## src/inc/tca_map.svh

```systemverilog
// Register offsets, reset values and timing counts of the conversion core.
// Assumes inclusion by bare name from core or bench files.
`ifndef TCA_MAP_SVH
`define TCA_MAP_SVH
`define TCA_CMD_CONVERT 8'h44
`define TCA_OFS_TEMP_LSB 4'h0
`define TCA_OFS_TEMP_MSB 4'h1
`define TCA_OFS_UPPER 4'h2
`define TCA_OFS_LOWER 4'h3
`define TCA_OFS_RES 4'h4
`define TCA_TEMP_RESET 16'h0550
`define TCA_RES_RESET 2'h3
`define TCA_UPPER_RESET 8'h7F
`define TCA_LOWER_RESET 8'h80
`define TCA_CONV_MS 750
`define TCA_CLK_KHZ 25000
`define TCA_CONV_CYCLES (`TCA_CONV_MS * `TCA_CLK_KHZ)
`endif

```

## src/inc/tca_pkg.sv

```systemverilog
// Types of the conversion core.
// Assumes the map header carries all numbers.
package tca_pkg;
  typedef enum logic [1:0] {TCA_RES_9, TCA_RES_10, TCA_RES_11, TCA_RES_12} tca_res_e;
  typedef enum logic {TCA_IDLE, TCA_CONV} tca_state_e;
endpackage : tca_pkg

```

## src/core/tca_core.sv

```systemverilog
// Temperature conversion, result register and alarm compare.
// Assumes a link layer on core_clk_i delivers decoded commands, scratchpad writes and read slots.
`timescale 1ns/1ps
`include "tca_map.svh"
// Functional notes
// - Resolutions 9 to 12 bits, steps 0.5 down to 0.0625 degrees.
// - Resolution is 12 bits after power-up until reconfigured.
// - Idle after power-up; conversion starts only on command 44h.
// - Finished conversion writes two-byte result, then returns to idle.
// - Externally powered: read slots answer 0 while converting, 1 when done.
// - Result is 16-bit sign-extended two's complement, four fraction bits.
// - Upper five result bits repeat the sign.
// - Low result bits undefined below 12-bit resolution (forced zero here).
// - Result holds 0550h (+85 degrees) until first conversion.
// - After each conversion compare against one-byte signed alarm limits.
// - Alarm limits held in nonvolatile storage (plain registers here, reset to 7Fh and 80h).
// - Upper limit at scratchpad byte 2, lower at byte 3.
// - Compare uses result bits 11..4; alarm when at or beyond limits.
// - Alarm flag recomputed after every conversion.
module tca_core #(
  parameter int unsigned CONV_CYCLES = `TCA_CONV_CYCLES
) (
  input wire logic core_clk_i,
  input wire logic rst_b_i,
  input wire logic clk_en_i,
  input wire logic cmd_valid_i,
  input wire logic [7:0] cmd_code_i,
  input wire logic wr_en_i,
  input wire logic [3:0] wr_addr_i,
  input wire logic [7:0] wr_data_i,
  input wire logic rd_slot_i,
  input wire logic [3:0] rd_addr_i,
  input wire logic ext_power_i,
  input wire logic sensor_valid_i,
  input wire logic [11:0] sensor_temp_i,
  output logic [7:0] rd_data_o,
  output logic slot_bit_o,
  output logic slot_valid_o,
  output logic busy_o,
  output logic alarm_o,
  output logic [15:0] temperature_result_o
);
  tca_pkg::tca_state_e state;
  tca_pkg::tca_res_e res_cfg;
  tca_pkg::tca_res_e res_run;
  logic [7:0] upper_alarm_limit;
  logic [7:0] lower_alarm_limit;
  logic [31:0] conv_cnt;
  logic [11:0] sens_s1;
  logic [11:0] sens_s2;
  logic sens_v1;
  logic sens_v2;
  logic conv_done;
  logic [11:0] masked;
  logic [15:0] next_temp;
  logic [7:0] cmp_val;

  // Sensor comes from the analog side, two flops before use
  always_ff @(posedge core_clk_i)
  begin
    if (!rst_b_i)
    begin
      sens_s1 <= 12'h000;
      sens_s2 <= 12'h000;
      sens_v1 <= 1'b0;
      sens_v2 <= 1'b0;
    end
    else if (clk_en_i)
    begin
      sens_s1 <= sensor_temp_i;
      sens_s2 <= sens_s1;
      sens_v1 <= sensor_valid_i;
      sens_v2 <= sens_v1;
    end
  end

  always_comb
  begin
    masked = sens_s2;
    case (res_run)
      tca_pkg::TCA_RES_9: masked[2:0] = 3'h0;
      tca_pkg::TCA_RES_10: masked[1:0] = 2'h0;
      tca_pkg::TCA_RES_11: masked[0] = 1'b0;
      default: masked = sens_s2;
    endcase
    next_temp = {{4{masked[11]}}, masked};
    cmp_val = next_temp[11:4];
  end

  assign conv_done = (state == tca_pkg::TCA_CONV) && (conv_cnt == CONV_CYCLES - 1) && sens_v2;

  // Limits and resolution; limits stand in for EEPROM-backed values
  always_ff @(posedge core_clk_i)
  begin
    if (!rst_b_i)
    begin
      upper_alarm_limit <= `TCA_UPPER_RESET;
      lower_alarm_limit <= `TCA_LOWER_RESET;
      res_cfg <= tca_pkg::tca_res_e'(`TCA_RES_RESET);
    end
    else if (clk_en_i && wr_en_i)
    begin
      case (wr_addr_i)
        `TCA_OFS_UPPER: upper_alarm_limit <= wr_data_i;
        `TCA_OFS_LOWER: lower_alarm_limit <= wr_data_i;
        `TCA_OFS_RES: res_cfg <= tca_pkg::tca_res_e'(wr_data_i[6:5]);
        default: ;
      endcase
    end
  end

  // Conversion sequencer
  always_ff @(posedge core_clk_i)
  begin
    if (!rst_b_i)
    begin
      state <= tca_pkg::TCA_IDLE;
      conv_cnt <= 32'h0000_0000;
      res_run <= tca_pkg::TCA_RES_12;
      busy_o <= 1'b0;
    end
    else if (clk_en_i)
    begin
      case (state)
        tca_pkg::TCA_IDLE:
          if (cmd_valid_i && cmd_code_i == `TCA_CMD_CONVERT)
          begin
            state <= tca_pkg::TCA_CONV;
            res_run <= res_cfg;
            conv_cnt <= 32'h0000_0000;
            busy_o <= 1'b1;
          end
        tca_pkg::TCA_CONV:
          if (conv_done)
          begin
            state <= tca_pkg::TCA_IDLE;
            busy_o <= 1'b0;
          end
          else if (conv_cnt != CONV_CYCLES - 1)
            conv_cnt <= conv_cnt + 32'h0000_0001;
        default: state <= tca_pkg::TCA_IDLE;
      endcase
    end
  end

  // Result register and alarm flag
  always_ff @(posedge core_clk_i)
  begin
    if (!rst_b_i)
    begin
      temperature_result_o <= `TCA_TEMP_RESET;
      alarm_o <= 1'b0;
    end
    else if (clk_en_i && conv_done)
    begin
      temperature_result_o <= next_temp;
      alarm_o <= ($signed(cmp_val) <= $signed(lower_alarm_limit))
        || ($signed(cmp_val) >= $signed(upper_alarm_limit));
    end
  end

  // Read slot answer and scratchpad reads
  always_ff @(posedge core_clk_i)
  begin
    if (!rst_b_i)
    begin
      slot_bit_o <= 1'b1;
      slot_valid_o <= 1'b0;
      rd_data_o <= 8'h00;
    end
    else if (clk_en_i)
    begin
      slot_valid_o <= rd_slot_i && ext_power_i;
      slot_bit_o <= !busy_o;
      case (rd_addr_i)
        `TCA_OFS_TEMP_LSB: rd_data_o <= temperature_result_o[7:0];
        `TCA_OFS_TEMP_MSB: rd_data_o <= temperature_result_o[15:8];
        `TCA_OFS_UPPER: rd_data_o <= upper_alarm_limit;
        `TCA_OFS_LOWER: rd_data_o <= lower_alarm_limit;
        `TCA_OFS_RES: rd_data_o <= {1'b0, res_cfg, 5'h1F};
        default: rd_data_o <= 8'h00;
      endcase
    end
  end

  chk_idle_needs_cmd: assert property (@(posedge core_clk_i) disable iff (!rst_b_i)
    $rose(busy_o) |-> $past(cmd_valid_i) && $past(cmd_code_i) == `TCA_CMD_CONVERT)
    else $error("conversion began without convert command");
  chk_sign_ext: assert property (@(posedge core_clk_i) disable iff (!rst_b_i)
    temperature_result_o[15:11] == {5{temperature_result_o[11]}})
    else $error("result sign not extended");
  chk_low_bits: assert property (@(posedge core_clk_i) disable iff (!rst_b_i)
    (clk_en_i && conv_done && res_run == tca_pkg::TCA_RES_9) |=> temperature_result_o[2:0] == 3'h0)
    else $error("9-bit result low bits not cleared");
  chk_reset_temp: assert property (@(posedge core_clk_i)
    !rst_b_i |=> temperature_result_o == `TCA_TEMP_RESET)
    else $error("result not 0550h after reset");
  chk_done_idle: assert property (@(posedge core_clk_i) disable iff (!rst_b_i)
    (clk_en_i && conv_done) |=> !busy_o && temperature_result_o == $past(next_temp))
    else $error("done did not store result and idle");
  chk_slot_busy: assert property (@(posedge core_clk_i) disable iff (!rst_b_i)
    (clk_en_i && rd_slot_i && ext_power_i) |=> slot_valid_o && slot_bit_o == !$past(busy_o))
    else $error("read slot answer wrong");
  chk_alarm_cmp: assert property (@(posedge core_clk_i) disable iff (!rst_b_i)
    (clk_en_i && conv_done && $signed(cmp_val) >= $signed(upper_alarm_limit)) |=> alarm_o)
    else $error("upper alarm missed");
  chk_alarm_clear: assert property (@(posedge core_clk_i) disable iff (!rst_b_i)
    (clk_en_i && conv_done && $signed(cmp_val) > $signed(lower_alarm_limit)
      && $signed(cmp_val) < $signed(upper_alarm_limit)) |=> !alarm_o)
    else $error("alarm not cleared");
  chk_res_sample: assert property (@(posedge core_clk_i) disable iff (!rst_b_i)
    $rose(busy_o) |-> res_run == $past(res_cfg))
    else $error("resolution not sampled at start");
  chk_limit_write: assert property (@(posedge core_clk_i) disable iff (!rst_b_i)
    (clk_en_i && wr_en_i && wr_addr_i == `TCA_OFS_UPPER) |=> upper_alarm_limit == $past(wr_data_i))
    else $error("upper limit write lost");
endmodule : tca_core

```

## config.mk

```make
export PLATFORM = sky130hd
export DESIGN_NAME = tca_core
export DESIGN_NICKNAME = d
export VERILOG_FILES = /design/src/inc/tca_pkg.sv /design/src/core/tca_core.sv
export VERILOG_INCLUDE_DIRS = /design/src /design/src/inc
export SDC_FILE = /design/constraint.sdc
export NUM_CORES = 1
export LEC_CHECK = 0
export ABC_CLOCK_PERIOD_IN_PS = 2800
export BUFFER_PORTS_ARGS = -buffer_cell sky130_fd_sc_hd__buf_4
export CAP_MARGIN = 20
export CORE_ASPECT_RATIO = 0.8
export CORE_MARGIN = 3
export CORE_UTILIZATION = 57
export DETAILED_ROUTE_END_ITERATION = 8
export GPL_TIMING_DRIVEN = 0
export PLACE_DENSITY_LB_ADDON = 0.08
export SYNTH_ARGS = -nofsm -noshare
export SYNTH_HDL_FRONTEND = slang
export SYNTH_SLANG_ARGS = --single-unit
```

## constraint.sdc

```tcl
create_clock -name core_clk_i -period 2.8 [get_ports core_clk_i]
set_input_delay 0.14 -clock core_clk_i [delete_from_list [all_inputs] [get_ports core_clk_i]]
set_output_delay 0.14 -clock core_clk_i [all_outputs]
set_load 0.1 [all_outputs]
```

## After elaboration in Yosys (flattened, before gate mapping)

Index checks and enable logic that the tools add are counted.

- Bits in latches: 0
- Memory bits (read-only): 0
- Memories kept: 0
- Input bits: 44
- RAM bits: 0
- Bits in registers: 103

- Add/subtract/negate cells: 1
- $mul: 0
- Multiplexer cells: 14
- Order comparisons: 2
- Div/mod/pow operators: 0
- Eq/ne operators: 16
- Shift operators: 0
- Reduce and logical (&&, ||, !) cells: 18
- Bitwise logic cells: 1

Operators with widths:

| kind | number |
|---|---|
| $mux 32 | 3 |
| $pmux 32 s2 | 1 |
| $pmux 8 s5 | 1 |
| $add 32x1->32 const B | 1 |
| $eq 32x25->1 const B | 1 |
| $ne 32x25->1 const B | 1 |
| $eq 4x2->1 const B | 4 |
| $eq 4x3->1 const B | 2 |
| $eq 8x7->1 const B | 1 |
| $ge 8x8->1 | 1 |
| $le 8x8->1 | 1 |
| $mux 1 | 7 |
| $logic_and 1x1->1 | 6 |
| $reduce_and 2->1 | 3 |
| $reduce_and 3->1 | 2 |
| $eq 4x1->1 const B | 1 |
| $logic_not 4->1 | 1 |
| $ne 2x1->1 const B | 2 |
| $ne 2x2->1 const B | 2 |
| $pmux 1 s2 | 2 |
| $reduce_and 4->1 | 1 |
| $reduce_or 3->1 | 1 |
| $eq 2x1->1 const B | 1 |
| $eq 2x2->1 const B | 1 |
| other kinds (5) | 5 |

## Depth between registers and ports, before layout

- Depth in word-level cells: 5
- Mapped depth: 8
- Depth with buffers taken out: 7

## Worst setup path after synthesis

Ideal clock, no wire load.

- Path type: reg-to-reg
- Start: register conv_cnt[4]
- End: register conv_cnt[30]
- Path buffers: 0
- Slack: 0.682 ns
- Arrival time: 2.047 ns
- Period minus slack after synthesis: 2.118 ns
- Stages on the path, launching flop included: 6
- Path through: dfxtp_1 -> nand4_2 -> or4_4 -> or3_4 -> or4_1 -> a21oi_1

- Cells in the longest elaborated chain, start to end: 5

RTL lines:

| item | line | RTL |
|---|---|---|
| start: declaration | tca_core.sv:48 | `logic [31:0] conv_cnt;` |
| start signal: assignment | tca_core.sv:140 | `conv_cnt <= conv_cnt + 32'h0000_0001;` |
| parallel branches: the longest is 5 deep, another holds $add 32x1->32 | - |  |

Parallel ways; which one is timed is not known. The select of a mux whose other input is x is not followed.
A chain may end at the register's enable or synchronous reset.

## Final worst setup path

- Start: register conv_cnt[0]
- End: register conv_cnt[12]

The elaborated chain is that of the path after synthesis.

==> flow_metrics.env <==
export IMPL_gp_congestion=0.9319
export IMPL_synth_most_common_cell="dfxtp_1"
export IMPL_die_x_um=110.3
export IMPL_skew_ps=12.23
export IMPL_ant_nets=0
export IMPL_regArea_um2=2062
export IMPL_io_buffers=69
export IMPL_fin_crit_sh=0.9154
export IMPL_cts_tree="built"
export IMPL_dieArea_um2=9859
export IMPL_multi_input_area_um2=2670
export IMPL_antenna_found_initial=0
export IMPL_cts_sinks=103
export IMPL_grt_overflow=0
export IMPL_die_h_um=89.41
export IMPL_drive_gt1_frac=0.1617
export IMPL_max_clock_freq_mhz=390.2
export IMPL_final_net_count=724
export IMPL_synth_area_um2=4957
export IMPL_core_area_um2=8200
export IMPL_vias=4617
export IMPL_fill_cells=640
export IMPL_syn_nets=625
export IMPL_finalSetupViolCount=0
export IMPL_synth_common_cells="dfxtp_1 (103), mux2i_1 (59), nor2_1 (59), a21oi_1 (45), o21ai_0 (37)"
export IMPL_synth_cell_types=58
export IMPL_cts_buffers=9
export IMPL_slew_limit_headroom=0.4360
export IMPL_h_tree_depth=3
export IMPL_drc_errors=0
export IMPL_grt_pass1_wl_um=21650
export IMPL_vias_per_cell=5.950
export IMPL_antennaDiodeCount=0
export IMPL_worstSetupPathType="flip-flop to flip-flop"
export IMPL_grt_usage=0.2872
export IMPL_placed_cell_area_um2=5610
export IMPL_dr_pass1_iters=5
export IMPL_p_leak_nw=2.464
export IMPL_cts_root_buf="clkbuf_8"
export IMPL_cp_start_kind="flip-flop"
export IMPL_cp_data_required_time_ps=3120
export IMPL_whs_ps=11.61
export IMPL_syn_inst=564
export IMPL_rsz0062_at_grt="false"
export IMPL_drv_cap=0
export IMPL_yosysTopAreaCell="dfxtp_1"
export IMPL_worstMarginPinSlew_ps=839.5
export IMPL_max_vdd_ir_drop_mv=0.3562
export IMPL_crit_fanout=10
export IMPL_clock_path_buffers=2
export IMPL_ys_flop_type="dfxtp_1"
export IMPL_status="completed"
export IMPL_yosys_area_top_type_share=0.4160
export IMPL_hold_class="input pin to flip-flop"
export IMPL_stdcell_area_um2=6016
export IMPL_ios=72
export IMPL_worstSetupEndpointType="flip-flop"
export IMPL_dp_hpwl_um=9917
export IMPL_synth_edf_count=0
export IMPL_clock_latency_ps=380
export IMPL_start_util=0.6045
export IMPL_powerDensity_nw_per_um2=445.8
export IMPL_hold_viol_final=0
export IMPL_wl_um=13680
export IMPL_drtIter0Drc=321
export IMPL_grt_max_degree=21
export IMPL_row_count=29
export IMPL_asyncSetResetFlopFracSynth=0
export IMPL_fin_crit_ps=2563
export IMPL_area_growth_pct=21.35
export IMPL_ys_warn_count=0
export IMPL_setup_tns_ps=0
export IMPL_path_clk_slew_ps=110
export IMPL_cp_arrival_ps=2880
export IMPL_syn_area_per_cell_um2=8.789
export IMPL_synth_ff_latch_count=103
export IMPL_first_global_vias=4328
export IMPL_synth_area_leaders="dfxtp_1 (42%), mux2i_1 (12%), a21oi_1 (4.5%)"
export IMPL_ys_seq_area_frac=0.4160
export IMPL_post_route_util=0.7336
export IMPL_slew_violations=0
export IMPL_wl_per_cell_um=17.62
export IMPL_p_total_mw=2.682
[stage by stage]
step	setup WS, ps	instances
3_3_place_gp	132.5	741
5_1_grt	41.92	776
3_5_place_dp	86.19	741
4_1_cts	57.80	776
2_1_floorplan	682.5	564
6_report	237.0	776
[metal layers]
layer | vias up | global-route usage | routed length (um)
li1 | 2224 | - | -
met1 | 2181 | 0.4135 | 6414
met2 | 192 | 0.4323 | 5836
met3 | 20 | 0.06859 | 1249
met4 | 0 | 0.07718 | 175
met5 | - | 0 | 0
[flip-flops by register name, summed over array words and instances (netlist names)]
| register | count |
|---|---|
| sens_s1 | 12 |
| res_cfg | 2 |
| busy_o | 1 |
| alarm_o | 1 |
| temperature_result_o | 12 |
| sens_s2 | 12 |
| slot_bit_o | 1 |
| conv_cnt | 32 |
| lower_alarm_limit | 8 |
| res_run | 2 |
| upper_alarm_limit | 8 |
| rd_data_o | 8 |
| sens_v2 | 1 |
| sens_v1 | 1 |
| state | 1 |
| slot_valid_o | 1 |
[where the power goes]
group	total, mW	internal, mW	switching [mW]	leakage [nW]
registers	1.50	1.49	0.0177	0.834
clock network	0.931	0.351	0.580	0.101
logic	0.247	0.115	0.132	1.53
total	2.68	1.95	0.729	2.46
[layout make-up]
class	instances	share of cell area
clock buffers	9	0.02059
clock inverters	7	0.01227
plain buffers	36	0.02662
repair buffers	88	0.1177
well taps	108	0.02246
flip-flops and latches	103	0.3428
multi-input cells	403	0.4438
inverters	22	0.01373
[worst paths after layout]
path / start / cells past startpoint / slack, ps / to
min: sensor_temp_i[6] / 3 / 10 / sens_s1[6]
min reg2reg: slot_valid_o / 2 / 480 / slot_valid_o
max: conv_cnt[0] / 8 / 240 / conv_cnt[12]
max reg2reg: conv_cnt[0] / 8 / 240 / conv_cnt[12]
[logic make-up after synthesis]
group                    share of synthesized area
AND/OR/NAND/NOR                             0.2294
XOR/XNOR                                  0.008836
adder cells (fa/ha/maj)                    0.04291
multiplexers                                0.1282
flip-flops                                  0.4160
AO/OA/AOI/OAI                               0.1260
buffers and inverters                      0.04871
[timing repair]
action                                  4_1_cts  5_1_grt
endpoints found under the setup margin        0       24
gates resized for setup                       0        5
hold buffers                                 19        0
setup buffers                                 0        0
endpoints found under the hold margin        21        0
[critical path, stage by stage, from the launching register on]
cell and delay [ps]:
dfxtp_1 400, ha_1 220, and3_1 160, clkbuf_1 300, nand4_1 260, nor3_4 400
clkbuf_1 430, o21ai_0 180, a21oi_1 140
[layout by cell type (no fill, tap or decap), types with 3 or more instances in the layout]
master and instances:
nand2_1 28, clkbuf_8 9, o22ai_1 3, mux2i_1 59
nand4_1 19, ha_1 17, xnor2_1 3, o211ai_1 6
a21oi_1 45, clkinv_4 3, nand2b_1 12, buf_1 3
and3_1 4, nor2b_1 5, nor3_1 5, dlygate4sd3_1 19
o31ai_1 3, buf_4 73, clkbuf_1 26, o311a_1 3
nor4_1 4, or3_1 21, o21ai_0 37, dfxtp_1 103
and2_1 4, nand3b_1 3, nor2_1 59, nor4b_1 5
nand3_1 20, inv_1 21
No activity file was read; power rests on OpenSTA's default activity.
